===== config.mk =====
export PLATFORM = sky130hd
export DESIGN_NAME = hcbfc_top
export DESIGN_NICKNAME = d
export VERILOG_FILES = /design/src/hcbfc_pkg.sv /design/src/hcbfc_bp_timer.sv /design/src/hcbfc_top.sv
export SDC_FILE = /design/constraint.sdc
export NUM_CORES = 1
export LEC_CHECK = 0
export BUFFER_PORTS_ARGS = -buffer_cell sky130_fd_sc_hd__buf_4
export CORE_MARGIN = 2
export CORE_UTILIZATION = 40
export CTS_CLUSTER_SIZE = 28
export DETAILED_ROUTE_END_ITERATION = 8
export PLACE_DENSITY = 0.67
export SLEW_MARGIN = 20
export SYNTH_ARGS = -nofsm -noshare
export SYNTH_HDL_FRONTEND = slang
export SYNTH_SLANG_ARGS = --single-unit

===== constraint.sdc =====
create_clock -name mclk_in -period 12.4 [get_ports mclk_in]
set_input_delay 3.72 -clock mclk_in [delete_from_list [all_inputs] [get_ports mclk_in]]
set_output_delay 3.72 -clock mclk_in [all_outputs]
set_load 0.02 [all_outputs]

===== src/hcbfc_pkg.sv =====
// Functional notes
// - each dropped receive frame adds one to the 32-bit drop counter.
// - a host read of the drop counter returns the count, then zeroes it.
// - passing from 7fffffffh to 80000000h raises a halfway event.
// - writing one to command bit 31 starts an indirect MAC register access.
// - busy stays set during the access and clears itself on completion.
// - for a read, read data sits in the data register when busy clears.
// - command bit 30 picks direction: one reads, zero writes.
// - command bits 7 to 0 give the 8-bit MAC register index.
// - data register holds write value or receives the read value.
// - with the transmitter disabled, no pause frames and no back pressure.
// - high threshold field counts receive FIFO fill in 64-byte units.
// - fill reaching threshold triggers back pressure or pause per trigger bits.
// - full duplex sends exactly one pause frame with the MAC pause time.
// - half duplex jams each matching incoming frame for the set duration.
// - bits 7 to 4 choose jam duration, 5 us up to 602.2 us.
// - bit 0 triggers on any frame, overrides bits 3:1, enables pause.
`default_nettype none
package hcbfc_pkg;
	localparam logic [7:0] ADDR_DROP_COUNT = 8'ha0;
	localparam logic [7:0] ADDR_IND_COMMAND = 8'ha4;
	localparam logic [7:0] ADDR_IND_DATA = 8'ha8;
	localparam logic [7:0] ADDR_FLOW_CONFIG = 8'hac;

	localparam int CMD_BUSY_BIT = 31;
	localparam int CMD_RNW_BIT = 30;
	localparam int CMD_INDEX_LSB = 0;
	localparam int CMD_INDEX_W = 8;

	localparam int FLOW_HI_LSB = 16;
	localparam int FLOW_LO_LSB = 8;
	localparam int FLOW_DUR_LSB = 4;
	localparam int FLOW_ANY_BIT = 0;
	localparam int FLOW_ADDR_BIT = 1;
	localparam int FLOW_BCAST_BIT = 2;
	localparam int FLOW_MCAST_BIT = 3;

	localparam logic [31:0] DROP_COUNT_RESET = 32'h00000000;
	localparam logic [31:0] DROP_BELOW_HALF = 32'h7fffffff;
	localparam logic [31:0] DROP_HALF_VALUE = 32'h80000000;
	localparam logic [31:0] IND_DATA_RESET = 32'h00000000;
	localparam logic [7:0] IND_INDEX_RESET = 8'h00;
	localparam logic [7:0] FLOW_LEVEL_RESET = 8'h00;
	localparam logic [3:0] FLOW_NIBBLE_RESET = 4'h0;
	localparam logic [15:0] PAUSE_TIME_RESET = 16'h0000;

	localparam int FIFO_UNIT_BYTES = 64;
	localparam int FIFO_UNIT_SHIFT = $clog2(FIFO_UNIT_BYTES);

	localparam int CLK_PERIOD_NS = 40;
	localparam int BP_TICK_NS = 200;
	localparam int BP_TICK_CYC = BP_TICK_NS / CLK_PERIOD_NS;
	localparam int BP_EXTRA_10M_NS = 2200;
	localparam int BP_TICK_W = 12;
	localparam int BP_TIME_100M_NS [16] = '{5000, 10000, 15000, 25000, 50000, 100000,
		150000, 200000, 250000, 300000, 350000, 400000, 450000, 500000, 550000, 600000};

	// jam length in 200 ns ticks for a duration code and line rate
	function automatic logic [BP_TICK_W-1:0] bp_ticks(input logic [3:0] code,
		input logic is_100m);
		int ns;
		ns = BP_TIME_100M_NS[code] + (is_100m ? 0 : BP_EXTRA_10M_NS);
		bp_ticks = BP_TICK_W'(ns / BP_TICK_NS);
	endfunction

	typedef enum logic [0:0] {IND_IDLE, IND_WAIT} hcbfc_ind_state_t;

	typedef struct packed {
		logic [31:0] drop_count;
		logic drop_half;
		logic [31:0] rdata;
		hcbfc_ind_state_t ind_state;
		logic busy;
		logic rnw;
		logic [7:0] index;
		logic [31:0] data;
		logic mac_req;
		logic [7:0] flow_hi;
		logic [7:0] flow_lo;
		logic [3:0] bp_dur;
		logic [3:0] trig;
		logic pause_armed;
		logic pause_req;
		logic [15:0] pause_time;
		logic bp_out;
	} hcbfc_state_t;
endpackage
`default_nettype wire


===== src/hcbfc_bp_timer.sv =====
`timescale 1ns/1ps
`default_nettype none
module hcbfc_bp_timer #(
	parameter int TICK_CYC = hcbfc_pkg::BP_TICK_CYC,
	parameter int TICK_W = hcbfc_pkg::BP_TICK_W
) (
	input wire logic mclk_in,
	input wire logic rst_in,
	input wire logic start_in,
	input wire logic abort_in,
	input wire logic [TICK_W-1:0] ticks_in,
	output logic active_out
);
	import hcbfc_pkg::*;

	if (TICK_CYC < 1 || TICK_CYC > 256 || TICK_W < 1) begin : g_chk
		$error("hcbfc_bp_timer: unsupported tick settings");
	end

	typedef struct packed {
		logic active;
		logic [7:0] pre;
		logic [TICK_W-1:0] cnt;
	} hcbfc_bp_state_t;

	localparam logic [7:0] PRE_LAST = 8'(TICK_CYC - 1);

	hcbfc_bp_state_t s_q, s_d;

	always_comb begin
		s_d = s_q;
		if (abort_in) begin
			s_d.active = 1'b0;
		end else if (start_in) begin
			// active for ticks_in whole ticks
			s_d.active = 1'b1;
			s_d.pre = 8'h00;
			s_d.cnt = ticks_in - TICK_W'(1);
		end else if (s_q.active) begin
			if (s_q.pre == PRE_LAST) begin
				s_d.pre = 8'h00;
				if (s_q.cnt == '0) begin
					s_d.active = 1'b0;
				end else begin
					s_d.cnt = s_q.cnt - TICK_W'(1);
				end
			end else begin
				s_d.pre = s_q.pre + 8'h01;
			end
		end
	end

	always_ff @(posedge mclk_in or posedge rst_in) begin
		if (rst_in) begin
			s_q <= '0;
		end else begin
			s_q <= s_d;
		end
	end

	assign active_out = s_q.active;
endmodule
`default_nettype wire


===== src/hcbfc_top.sv =====
`timescale 1ns/1ps
`default_nettype none
module hcbfc_top #(
	parameter int LEVEL_W = 14
) (
	input wire logic mclk_in,
	input wire logic rst_in,
	input wire logic [7:0] reg_addr_in,
	input wire logic reg_wr_in,
	input wire logic reg_rd_in,
	input wire logic [31:0] reg_wdata_in,
	output logic [31:0] reg_rdata_out,
	input wire logic frame_dropped_in,
	output logic drop_half_event_out,
	output logic mac_req_out,
	output logic mac_rnw_out,
	output logic [7:0] mac_index_out,
	output logic [31:0] mac_wdata_out,
	input wire logic [31:0] mac_rdata_in,
	input wire logic mac_ack_in,
	input wire logic tx_enabled_in,
	input wire logic full_duplex_in,
	input wire logic speed_100_in,
	input wire logic [LEVEL_W-1:0] rx_fifo_level_in,
	input wire logic frame_start_in,
	input wire logic frame_multicast_in,
	input wire logic frame_broadcast_in,
	input wire logic frame_addr_match_in,
	input wire logic [15:0] pause_time_value_in,
	output logic pause_req_out,
	output logic [15:0] pause_time_out,
	output logic backpressure_out
);
	import hcbfc_pkg::*;

	if (LEVEL_W < FIFO_UNIT_SHIFT + 8) begin : g_chk
		$error("hcbfc_top: LEVEL_W too narrow for the high threshold");
	end

	localparam int UNIT_W = LEVEL_W - FIFO_UNIT_SHIFT;

	hcbfc_state_t s_q, s_d;

	logic rd_drop;
	logic wr_cmd;
	logic wr_data;
	logic wr_flow;
	logic [UNIT_W-1:0] fill_units;
	logic level_reached;
	logic frame_match;
	logic pause_fire;
	logic jam_start;
	logic jam_active;
	logic [BP_TICK_W-1:0] jam_ticks;

	always_comb begin
		rd_drop = 1'b0;
		wr_cmd = 1'b0;
		wr_data = 1'b0;
		wr_flow = 1'b0;
		if (reg_addr_in == ADDR_DROP_COUNT) begin
			rd_drop = reg_rd_in;
		end else if (reg_addr_in == ADDR_IND_COMMAND) begin
			wr_cmd = reg_wr_in;
		end else if (reg_addr_in == ADDR_IND_DATA) begin
			wr_data = reg_wr_in;
		end else if (reg_addr_in == ADDR_FLOW_CONFIG) begin
			wr_flow = reg_wr_in;
		end
	end

	// fill level in 64-byte units against the high threshold
	assign fill_units = rx_fifo_level_in[LEVEL_W-1:FIFO_UNIT_SHIFT];
	assign level_reached = fill_units >= UNIT_W'(s_q.flow_hi);

	// any-frame overrides the per-type selections
	assign frame_match = s_q.trig[FLOW_ANY_BIT] ||
		(s_q.trig[FLOW_MCAST_BIT] && frame_multicast_in) ||
		(s_q.trig[FLOW_BCAST_BIT] && frame_broadcast_in) ||
		(s_q.trig[FLOW_ADDR_BIT] && frame_addr_match_in);

	// one pause per threshold crossing, full duplex with any-frame only
	assign pause_fire = tx_enabled_in && full_duplex_in && s_q.trig[FLOW_ANY_BIT] &&
		level_reached && !s_q.pause_armed;

	assign jam_start = tx_enabled_in && !full_duplex_in && frame_start_in &&
		level_reached && frame_match;

	assign jam_ticks = bp_ticks(s_q.bp_dur, speed_100_in);

	always_comb begin
		s_d = s_q;
		s_d.drop_half = 1'b0;
		s_d.pause_req = 1'b0;

		// drop counter: clear on read, a drop in the read cycle still counts
		if (rd_drop) begin
			s_d.drop_count = frame_dropped_in ? 32'h00000001 : DROP_COUNT_RESET;
		end else if (frame_dropped_in) begin
			s_d.drop_count = s_q.drop_count + 32'h00000001;
			s_d.drop_half = (s_q.drop_count == DROP_BELOW_HALF);
		end

		// read data registered one cycle after the strobe
		s_d.rdata = 32'h00000000;
		if (reg_rd_in) begin
			if (reg_addr_in == ADDR_DROP_COUNT) begin
				s_d.rdata = s_q.drop_count;
			end else if (reg_addr_in == ADDR_IND_COMMAND) begin
				s_d.rdata[CMD_BUSY_BIT] = s_q.busy;
				s_d.rdata[CMD_RNW_BIT] = s_q.rnw;
				s_d.rdata[CMD_INDEX_LSB +: CMD_INDEX_W] = s_q.index;
			end else if (reg_addr_in == ADDR_IND_DATA) begin
				s_d.rdata = s_q.data;
			end else if (reg_addr_in == ADDR_FLOW_CONFIG) begin
				s_d.rdata[FLOW_HI_LSB +: 8] = s_q.flow_hi;
				s_d.rdata[FLOW_LO_LSB +: 8] = s_q.flow_lo;
				s_d.rdata[FLOW_DUR_LSB +: 4] = s_q.bp_dur;
				s_d.rdata[FLOW_ANY_BIT +: 4] = s_q.trig;
			end
		end

		// indirect access engine
		case (s_q.ind_state)
			IND_IDLE: begin
				// writes while busy are dropped to protect the access
				if (wr_cmd) begin
					s_d.rnw = reg_wdata_in[CMD_RNW_BIT];
					s_d.index = reg_wdata_in[CMD_INDEX_LSB +: CMD_INDEX_W];
					if (reg_wdata_in[CMD_BUSY_BIT]) begin
						s_d.busy = 1'b1;
						s_d.mac_req = 1'b1;
						s_d.ind_state = IND_WAIT;
					end
				end
				if (wr_data) begin
					s_d.data = reg_wdata_in;
				end
			end
			IND_WAIT: begin
				if (mac_ack_in) begin
					s_d.busy = 1'b0;
					s_d.mac_req = 1'b0;
					s_d.ind_state = IND_IDLE;
					if (s_q.rnw) begin
						s_d.data = mac_rdata_in;
					end
				end
			end
			default: begin
				s_d.ind_state = IND_IDLE;
			end
		endcase

		if (wr_flow) begin
			s_d.flow_hi = reg_wdata_in[FLOW_HI_LSB +: 8];
			s_d.flow_lo = reg_wdata_in[FLOW_LO_LSB +: 8];
			s_d.bp_dur = reg_wdata_in[FLOW_DUR_LSB +: 4];
			s_d.trig = reg_wdata_in[FLOW_ANY_BIT +: 4];
		end

		// rearm once the fill drops back below the threshold
		if (!level_reached) begin
			s_d.pause_armed = 1'b0;
		end else if (pause_fire) begin
			s_d.pause_armed = 1'b1;
		end
		if (pause_fire) begin
			s_d.pause_req = 1'b1;
			s_d.pause_time = pause_time_value_in;
		end

		s_d.bp_out = jam_active && tx_enabled_in;
	end

	always_ff @(posedge mclk_in or posedge rst_in) begin
		if (rst_in) begin
			s_q.drop_count <= DROP_COUNT_RESET;
			s_q.drop_half <= 1'b0;
			s_q.rdata <= 32'h00000000;
			s_q.ind_state <= IND_IDLE;
			s_q.busy <= 1'b0;
			s_q.rnw <= 1'b0;
			s_q.index <= IND_INDEX_RESET;
			s_q.data <= IND_DATA_RESET;
			s_q.mac_req <= 1'b0;
			s_q.flow_hi <= FLOW_LEVEL_RESET;
			s_q.flow_lo <= FLOW_LEVEL_RESET;
			s_q.bp_dur <= FLOW_NIBBLE_RESET;
			s_q.trig <= FLOW_NIBBLE_RESET;
			s_q.pause_armed <= 1'b0;
			s_q.pause_req <= 1'b0;
			s_q.pause_time <= PAUSE_TIME_RESET;
			s_q.bp_out <= 1'b0;
		end else begin
			s_q <= s_d;
		end
	end

	hcbfc_bp_timer #(
		.TICK_CYC(BP_TICK_CYC),
		.TICK_W(BP_TICK_W)
	) u_jam (
		.mclk_in(mclk_in),
		.rst_in(rst_in),
		.start_in(jam_start),
		.abort_in(!tx_enabled_in || full_duplex_in),
		.ticks_in(jam_ticks),
		.active_out(jam_active)
	);

	assign reg_rdata_out = s_q.rdata;
	assign drop_half_event_out = s_q.drop_half;
	assign mac_req_out = s_q.mac_req;
	assign mac_rnw_out = s_q.rnw;
	assign mac_index_out = s_q.index;
	assign mac_wdata_out = s_q.data;
	assign pause_req_out = s_q.pause_req;
	assign pause_time_out = s_q.pause_time;
	assign backpressure_out = s_q.bp_out;
endmodule
`default_nettype wire


# After elaboration in Yosys (flattened, before gate mapping)

Memories as Yosys holds them, arrays and structs flattened.
Cells that the tools add are included.

Mux-type cells: 46
$lt $le $gt $ge: 2
Add/subtract/negate cells: 5
Div/mod/pow operators: 1
Reduce and logical (&&, ||, !) cells: 28
Eq/ne operators: 13
Bitwise logic cells: 3

Operators with widths:

| operator                                                                | number |
|---|---|
| 32-bit two-way mux                                                      | 7 |
| 33-bit two-way mux                                                      | 2 |
| 33-bit case mux with 2 select lines                                     | 1 |
| 24-bit two-way mux                                                      | 2 |
| 21-bit two-way mux                                                      | 2 |
| 12-bit two-way mux                                                      | 3 |
| 32-bit by 1-bit adder with 32-bit output, second input constant         | 1 |
| 32-bit by 13-bit adder with 32-bit output                               | 1 |
| 32-bit by 9-bit divider with 32-bit output, second input constant       | 1 |
| 32-bit by 31-bit equality test with 1-bit output, second input constant | 1 |
| 8-bit equality test, second input constant                              | 4 |
| 8-bit two-way mux                                                       | 3 |
| 12-bit by 1-bit subtractor with 12-bit output, second input constant    | 2 |
| 22-bit two-way mux                                                      | 1 |
| 1-bit two-way mux                                                       | 19 |
| 17-bit two-way mux                                                      | 1 |
| 1-bit logical AND                                                       | 12 |
| 12-bit logical NOT                                                      | 1 |
| 2-bit inequality test, second input constant                            | 6 |
| 11-bit two-way mux                                                      | 1 |
| 8-bit by 1-bit adder with 8-bit output, second input constant           | 1 |
| 8-bit by 3-bit equality test with 1-bit output, second input constant   | 1 |
| 8-bit greater-or-equal comparator                                       | 1 |
| 2-bit two-way mux                                                       | 3 |
| other kinds (11)                                                        | 21 |

Input port bits: 115
Flip-flop bits (word level): 173
Memories kept: 1
Memory bits (read-only): 512

Memories:

| memory           | words | width | rd ports | clocked after Yosys merged registers in | wr ports | RTL line        | RTL |
|---|---|---|---|---|---|---|---|
| (name not given) | 16    | 32    | 1        | 0                                       | 0        | hcbfc_pkg.sv:62 | `ns = BP_TIME_100M_NS[code] + (is_100m ? 0 : BP_EXTRA_10M_NS);` |

# Depth between registers and ports, before layout

Gate-level depths: netlist of run 1.

Depth in word-level cells: 9
Gate-level depth with buffers: 47
Gate-level depth less buffers: 40

# Modules after synthesis

A second synthesis of run 1 with hierarchy kept.

Cells, all modules: 1391
Area, all modules: 12512.0 sq um

By module, submodules not included:

| module         | times used | sequential area each (sq um) | area an instance (sq um) | cells each |
|---|---|---|---|---|
| hcbfc_top      | 1          | 3803.6                       | 11060.6                  | 1217 |
| hcbfc_bp_timer | 1          | 525.5                        | 1451.4                   | 174 |

# Worst setup path before layout of run 1

OpenSTA, ideal clock, no wires.

Path kind: input port to flip-flop
Start: input speed_100_in
End: register u_jam.s_q[6] (netlist bit)
Setup slack: 9 ps
Required time: 12274 ps
Library setup time: 126 ps
Data arrival time: 12265 ps
Stages on the path: 40
Cell sequence: inv_1 > ha_1 > fa_1 > nand3_1 > a21o_1 > nand2b_1 > clkbuf_1 > a31oi_1 > o311ai_2 > nor2_1 > o31ai_4 > mux2i_2 > nand4_2 > o211a_1 > a211oi_2 > o2111ai_1 > nor2_2 > o31ai_4 > [... 4 more ...] > a221oi_4 > o31ai_4 > buf_4 > nor2_2 > o211a_1 > buf_2 > and3_1 > buf_6 > maj3_2 > a211o_1 > a21oi_4 > a31o_1 > nand4_1 > inv_1 > ha_1 > nand3_1 > xnor2_1 > a221o_1

Cells in the longest elaborated chain, start to end: 5

RTL lines:

| element                                       | RTL line             | RTL |
|---|---|---|
| start, declared                               | hcbfc_top.sv:23      | `input wire logic speed_100_in,` |
| 12-bit two-way mux                            | hcbfc_pkg.sv:62      |  |
| 32-bit by 13-bit adder with 32-bit output     | hcbfc_pkg.sv:62      |  |
| 32-bit by 9-bit divider with 32-bit output    | hcbfc_pkg.sv:63      | `bp_ticks = BP_TICK_W'(ns / BP_TICK_NS);` |
| 12-bit by 1-bit subtractor with 12-bit output | hcbfc_bp_timer.sv:38 | `s_d.cnt = ticks_in - TICK_W'(1);` |
| 21-bit two-way mux                            | hcbfc_bp_timer.sv:34 | `end else if (start_in) begin` |
| end signal, assigned                          | hcbfc_bp_timer.sv:55 | `s_q <= '0;` |
| end signal, assigned                          | hcbfc_bp_timer.sv:57 | `s_q <= s_d;` |
| end, declared                                 | hcbfc_bp_timer.sv:28 | `hcbfc_bp_state_t s_q, s_d;` |

Every way passes these cells.
A chain may end at the register's enable or synchronous reset.

# Worst setup path after layout of run 1

Same ends and word-level chain as after synthesis.

==> flow_summary.yaml, run 1 <==
clocking:
  hold_buffers: 0
  worstSkewPairLatency_ps: 430
  cts-root-buf: "clkbuf_16"
  clock-sinks: 173
  htreeDepth: 4
  ctsLongestPathBuffers: 2
  cts_buffers: 17
  clk_pin_slew_worst_paths_ps: 70
  cts_tree: "built"
worst_setup_path:
  regToRegEndpoint: "u_jam.s_q[6]$_DFFE_PP0P_"
  critPathArrivalTime_ps: 12480
  critPathSlowestCell: "or4_4"
  critPathTopFamily: "compound AO/OA/AOI/OAI gates"
  path_class: "input port to flop"
  timing.rr.start: "s_q[24]$_DFFE_PP0P_"
  worstPathRequired_ps: 12710
  path_max_fanout: 10
  r2r_slack_ps: 2100
  path_common_cell: "buf_4"
  end_kind: "flop"
  critPathMaxStageDelay_ps: 520
  rr_worst_depth: 43
  worst-path-buf-inv: 9
  startpoint_type: "input port"
timing:
  period_share: 0.9812
  finalSetupTns_ps: 0
  setup_viol: 0
  max_slew.worst_pin.slew_ps: 1072
  setup_slack_ps: 233.7
  maxSlewHeadroom: 0.2808
  rsz0062_at_grt: "yes"
  max_freq_ghz: 0.08219
  final.min_clock_period_ps: 12170
  finalClockSkew_ps: 6.341
  hold_ws_ps: 474.3
  finalMaxSlewViolations: 0
  hold_violations: 0
min_path:
  hold_depth: 2
  min_from: "mac_req_out$_DFFE_PP0P_"
  min_to: "mac_req_out$_DFFE_PP0P_"
  min_path_type: "flop to flop"
synth:
  synth_top_area_cell: "dfrtp_1"
  syn_area_per_cell_um2: 9.017
  synth_ff_type: "dfrtp_1"
  synth_warnings: 0
  synth_edf_count: 0
  synth.distinct_cells: 115
  synthTopCellsByArea: "dfrtp_1 (33%), mux2i_1 (5.4%), nor2_1 (5.3%), buf_4 (5.2%), mux2_2 (3.9%)"
  yosysTopAreaCellShare: 0.3325
  synth-seq-area-share: 0.3325
  syn_area_um2: 13020
  synth-seq-cells: 173
  ys_async_sr_fraction: 1.000
  syn_inst: 1444
  synth.net_count: 1587
detailed_routing:
  vias: 11732
  viasPerCell: 5.416
  routed_wl_um: 35950
  first_pass_iters: 5
  wl_per_cell_um: 16.60
  drtIter0Drc: 846
  drc: 0
  ant_nets: 0
global_route:
  grt_pass1_wl_um: 58710
  gr-usage-all-layers: 0.2126
  grt_pass1_vias: 11689
  overflow: 0
  grt_max_degree: 107
  antenna_found_initial: 0
finish:
  fill_cells: 2998
  area_growth_pct: 26.03
  instances_no_fill: 2166
  layout.nets: 1855
  num_antenna_cells: 0
  final_area_um2: 16410
  layout-drive-gt1-share: 0.3364
  post-route-util: 0.5082
floorplan:
  fp.dieArea_um2: 34010
  io_pins: 208
  start_util: 0.4032
  die_w_um: 184.4
  core-area_um2: 32290
  num_rows: 66
  die_h_um: 184.4
placement:
  gp_congestion: 0.8878
  port_buffers: 201
  dpl_cell_area_um2: 15620
  dpl.hpwl_um: 27420
  dp.cells: 2130
  pre_cts_slack_ps: -447.4
power:
  power.leakage_nw: 7.525
  power.total_mw: 4.246
  power.density_nw_per_um2: 258.8
  vdd_drop_max_uv: 198.9
run:
  max_cap_violations: 0
run_status:
  outcome: "complete, no violations"
## final cells by class
type	count	area, um2	area share
multi-input combinational	1085	7829	0.4771
clock inverter	10	88.84	0.005414
tap	442	553.0	0.03370
clock buffer	21	480.5	0.02928
inverter	39	151.4	0.009226
timing repair buffer	396	2977	0.1814
sequential	173	4330	0.2639
## repair_timing
action                                  4_1_cts  5_1_grt
buffers inserted                              0        5
endpoints found under the setup margin        2        6
resized for setup                             1       40
pin swaps                                     0       17
## cells in the mapped netlist, types with 39 or more instances
| master | number |
|---|---|
| dfrtp_1 | 173 |
| o21ai_0 | 47 |
| mux2_2 | 45 |
| nand2_1 | 107 |
| nor2_1 | 183 |
| a21oi_1 | 82 |
| buf_4 | 91 |
| xnor2_1 | 39 |
| clkbuf_1 | 40 |
| nand3_1 | 46 |
| xor2_1 | 39 |
| mux2i_1 | 70 |
## worst max-delay path by stage
| stage | from | to | slack, ps | cells past startpoint |
|---|---|---|---|---|
| CTS | speed_100_in | u_jam.s_q[8]$_DFFE_PP0P_ | 7 | 42 |
| floorplan | speed_100_in | u_jam.s_q[6]$_DFFE_PP0P_ | 9 | 40 |
| detailed placement | speed_100_in | u_jam.s_q[8]$_DFFE_PP0P_ | -450 | 42 |
| global placement | speed_100_in | u_jam.s_q[6]$_DFFE_PP0P_ | -320 | 41 |
| finish | speed_100_in | u_jam.s_q[6]$_DFFE_PP0P_ | 230 | 42 |
| global route | speed_100_in | u_jam.s_q[6]$_DFFE_PP0P_ | -170 | 44 |
## layout by cell type (no fill, tap or decap), types with 17 or more instances in the layout
cell         n
mux2_2      45
and3_1      22
a31oi_1     23
o211ai_1    17
xor2_1      39
a21oi_1     79
xnor2_1     38
clkbuf_16   17
mux2i_1     67
o21ai_0     44
nor2_1     181
nand2_1    105
nand4_1     21
inv_1       35
nand3_1     44
buf_4      395
ha_1        26
dfrtp_1    172
nor3_1      28
## state kept, by name, summed over array words and instances, names as in the netlist
name / cells
pause_time_out: 16
mac_req_out: 1
u_jam.s_q: 20
backpressure_out: 1
drop_half_event_out: 1
mac_wdata_out: 32
reg_rdata_out: 32
pause_req_out: 1
u_jam.active_out: 1
mac_index_out: 8
s_q: 59
mac_rnw_out: 1
## where the power goes
group	total [mW]	switching, mW	internal (mW)
combinational	3.09	1.55	1.54
sequential	0.637	0.0363	0.600
clock	0.520	0.224	0.296
total	4.25	1.81	2.44
## layer usage
layer / part of all wire / vias up / track usage
li1: - / 5698 / -
met1: 0.45 / 5697 / 0.2840
met4: 0.0093 / 0 / 0.03904
met5: 0 / - / 0
met3: 0.049 / 32 / 0.03399
met2: 0.49 / 305 / 0.3657
## logic make-up (layout without fill, tap and decap cells)
logic type	count (synthesis)	in the layout	share of synthesized area
compound gates	337	337	0.1947
xor+xnor	78	78	0.05247
fa+ha+maj	36	36	0.03383
buf+inv	186	466	0.08178
flops	173	173	0.3325
mux	129	129	0.1157
simple gates	505	505	0.1890
## tightest hold or removal path, stage by stage (launching register included)
cell	delay [ps]
dfrtp_1	340
nand2_1	50
nand2_1	50
(Power assumes the default switching activity.)
==> run 2, diff against run 1 <==
ABC_AREA = 1   (was default)
==> run 2 against run 1 <==
Compared with the run above: sequential cell count unchanged; critical path depth increased by 30; synthesized cell count is 28% higher; design area is 2.4% lower; wire length rose by 4.5%; worst setup slack gained 160 ps; die area is 0.20% lower; core utilization decreased by 0.46 points; synthesized area is 0.20% lower; maximum frequency rose by 1.4%; final cell count rose by 13%; sequential share of layout area is 0.64 points higher; largest cell class unchanged.
==> flow_summary.yaml, run 2 <==
synth:
  synth_warnings: 0
  synth_edf_count: 0
  syn_inst: 1847
  syn_area_um2: 12990
  synth_top_area_cell: "dfrtp_1"
  ys_async_sr_fraction: 1.000
  synth-seq-cells: 173
  synth-seq-area-share: 0.3332
  synthTopCellsByArea: "dfrtp_1 (33%), nand2_1 (13%), inv_1 (7.5%), nand3_1 (5.5%), buf_4 (5.1%)"
  synth_common_cells: "nand2_1 (460), inv_1 (260), dfrtp_1 (173), nand3_1 (143), nor2_1 (127)"
  synth_ff_type: "dfrtp_1"
  yosysTopAreaCellShare: 0.3332
  syn_area_per_cell_um2: 7.035
  synthMostInstantiatedCell: "nand2_1"
  synth.distinct_cells: 60
  synth.net_count: 1990
timing:
  hold_violations: 0
  setup_slack_ps: 395.9
  finalClockSkew_ps: 15.72
  final.min_clock_period_ps: 12000
  finalMaxSlewViolations: 0
  period_share: 0.9681
  setup_viol: 0
  maxSlewHeadroom: 0.2672
  max_slew.worst_pin.slew_ps: 1099
  max_freq_ghz: 0.08330
worst_setup_path:
  path_max_fanout: 8
  critPathSlowestCell: "fa_2"
  startpoint_type: "input port"
  startpoint: "speed_100_in"
  critPathTopFamily: "simple AND/OR/NAND/NOR gates"
  critPathArrivalTime_ps: 12360
  timing.rr.start: "s_q[26]$_DFFE_PP0P_"
  rr_worst_depth: 73
  path_common_cell: "nand2_4"
  worst-path-buf-inv: 10
  regToRegEndpoint: "u_jam.s_q[6]$_DFFE_PP0P_"
  critPathMaxStageDelay_ps: 370
  path_class: "input port to flop"
  worstPathRequired_ps: 12760
  r2r_slack_ps: 2480
  end_kind: "flop"
floorplan:
  core-area_um2: 31800
  start_util: 0.4086
  num_rows: 65
  io_pins: 208
  die_w_um: 184.2
  fp.dieArea_um2: 33940
  die_h_um: 184.2
detailed_routing:
  viasPerCell: 5.081
  drc: 0
  vias: 12490
  drtIter0Drc: 808
  wl_per_cell_um: 15.29
  ant_nets: 0
  first_pass_iters: 5
  routed_wl_um: 37580
placement:
  gp_congestion: 0.8689
  dpl.hpwl_um: 27400
  port_buffers: 201
  pre_cts_slack_ps: -102.5
global_route:
  gr-usage-all-layers: 0.2125
  grt_pass1_wl_um: 57310
  grt_max_degree: 98
  grt_pass1_vias: 11424
  antenna_found_initial: 0
  overflow: 0
finish:
  layout-drive-gt1-share: 0.2664
  num_antenna_cells: 0
  final_cell_mix: "nand2_1 (424), buf_4 (271), inv_1 (254), dfrtp_1 (173), nand3_1 (129)"
  fill_cells: 3037
  layout.nets: 2153
  final_common_cell: "nand2_1"
  top_register: "s_q"
  largest_reg_flops: 59
  area_growth_pct: 23.24
min_path:
  min_from: "pause_time_out[3]$_DFFE_PP0P_"
  min_path_type: "flop to flop"
  hold_depth: 2
  min_to: "pause_time_out[3]$_DFFE_PP0P_"
run:
  max_cap_violations: 0
clocking:
  clk_pin_slew_worst_paths_ps: 70
  ctsLongestPathBuffers: 2
  cts-root-buf: "clkbuf_16"
  worstSkewPairLatency_ps: 450
  clock-sinks: 173
  htreeDepth: 4
  cts_buffers: 17
  cts_tree: "built"
  hold_buffers: 0
run_status:
  outcome: "complete, no violations"
==> run 2: layer usage <==
| layer | routed length [um] | up-vias | global-route usage |
|---|---|---|---|
| met5 | 0 | - | 0 |
| met1 | 15540 | 5923 | 0.2561 |
| met2 | 18930 | 310 | 0.3768 |
| met3 | 2249 | 50 | 0.04979 |
| met4 | 862 | 0 | 0.06208 |
| li1 | - | 6207 | - |
==> run 2: timing repair <==
action	4_1_cts	5_1_grt
setup endpoints to repair	0	3
resized for setup	0	136
buffers inserted	0	66
==> run 2: layout make-up <==
class                      count  area, um2  area share
sequential                   173       4329      0.2703
multi-input combinational   1244       7282      0.4547
inverter                     296       1139     0.07110
clock inverter                14      160.2     0.01000
timing repair buffer         278       2131      0.1331
clock buffer                  18      429.2     0.02680
tap                          435      544.3     0.03399
==> run 2: how the worst max path moves through the flow <==
stage                                     endpoint  cells past startpoint
after floorplan           u_jam.s_q[8]$_DFFE_PP0P_                     67
after global placement    u_jam.s_q[8]$_DFFE_PP0P_                     69
after detailed placement  u_jam.s_q[6]$_DFFE_PP0P_                     70
after CTS                 u_jam.s_q[6]$_DFFE_PP0P_                     70
after global routing      u_jam.s_q[6]$_DFFE_PP0P_                     72
final                     u_jam.s_q[6]$_DFFE_PP0P_                     72
==> run 2: kinds of logic (layout without fill, tap and decap cells) <==
| family | Yosys count | in the layout | synth area share |
|---|---|---|---|
| AND/OR/NAND/NOR | 915 | 916 | 0.3426 |
| buffers and inverters | 431 | 606 | 0.1540 |
| AO/OA/AOI/OAI | 288 | 288 | 0.1332 |
| flip-flops | 173 | 173 | 0.3332 |
| adder cells (fa/ha/maj) | 28 | 28 | 0.02754 |
| XOR/XNOR | 12 | 12 | 0.009533 |
==> run 2: worst min-delay path, cell delays in order (launching register included) <==
cell     delay, ps
dfrtp_1        340
nand2_1         50
nand2_1         50
==> run 2: through the flow <==
stage          instances    util  setup TNS, ps  cell area (um2)  hold WS [ps]
2_1_floorplan       1847       -              0            12990         443.1
3_3_place_gp        2359  0.4493              0            14290         458.8
3_5_place_dp        2359  0.4493         -199.2            14290         461.8
4_1_cts             2391  0.4678              0            14880         478.2
5_1_grt             2458  0.5036         -473.7            16010         495.1
6_report            2458  0.5036              0            16010         474.6
Power of run 2 is left out: the tool's default activity adds up to more than one toggle a clock period on the data nets, which glitch-free logic cannot reach.
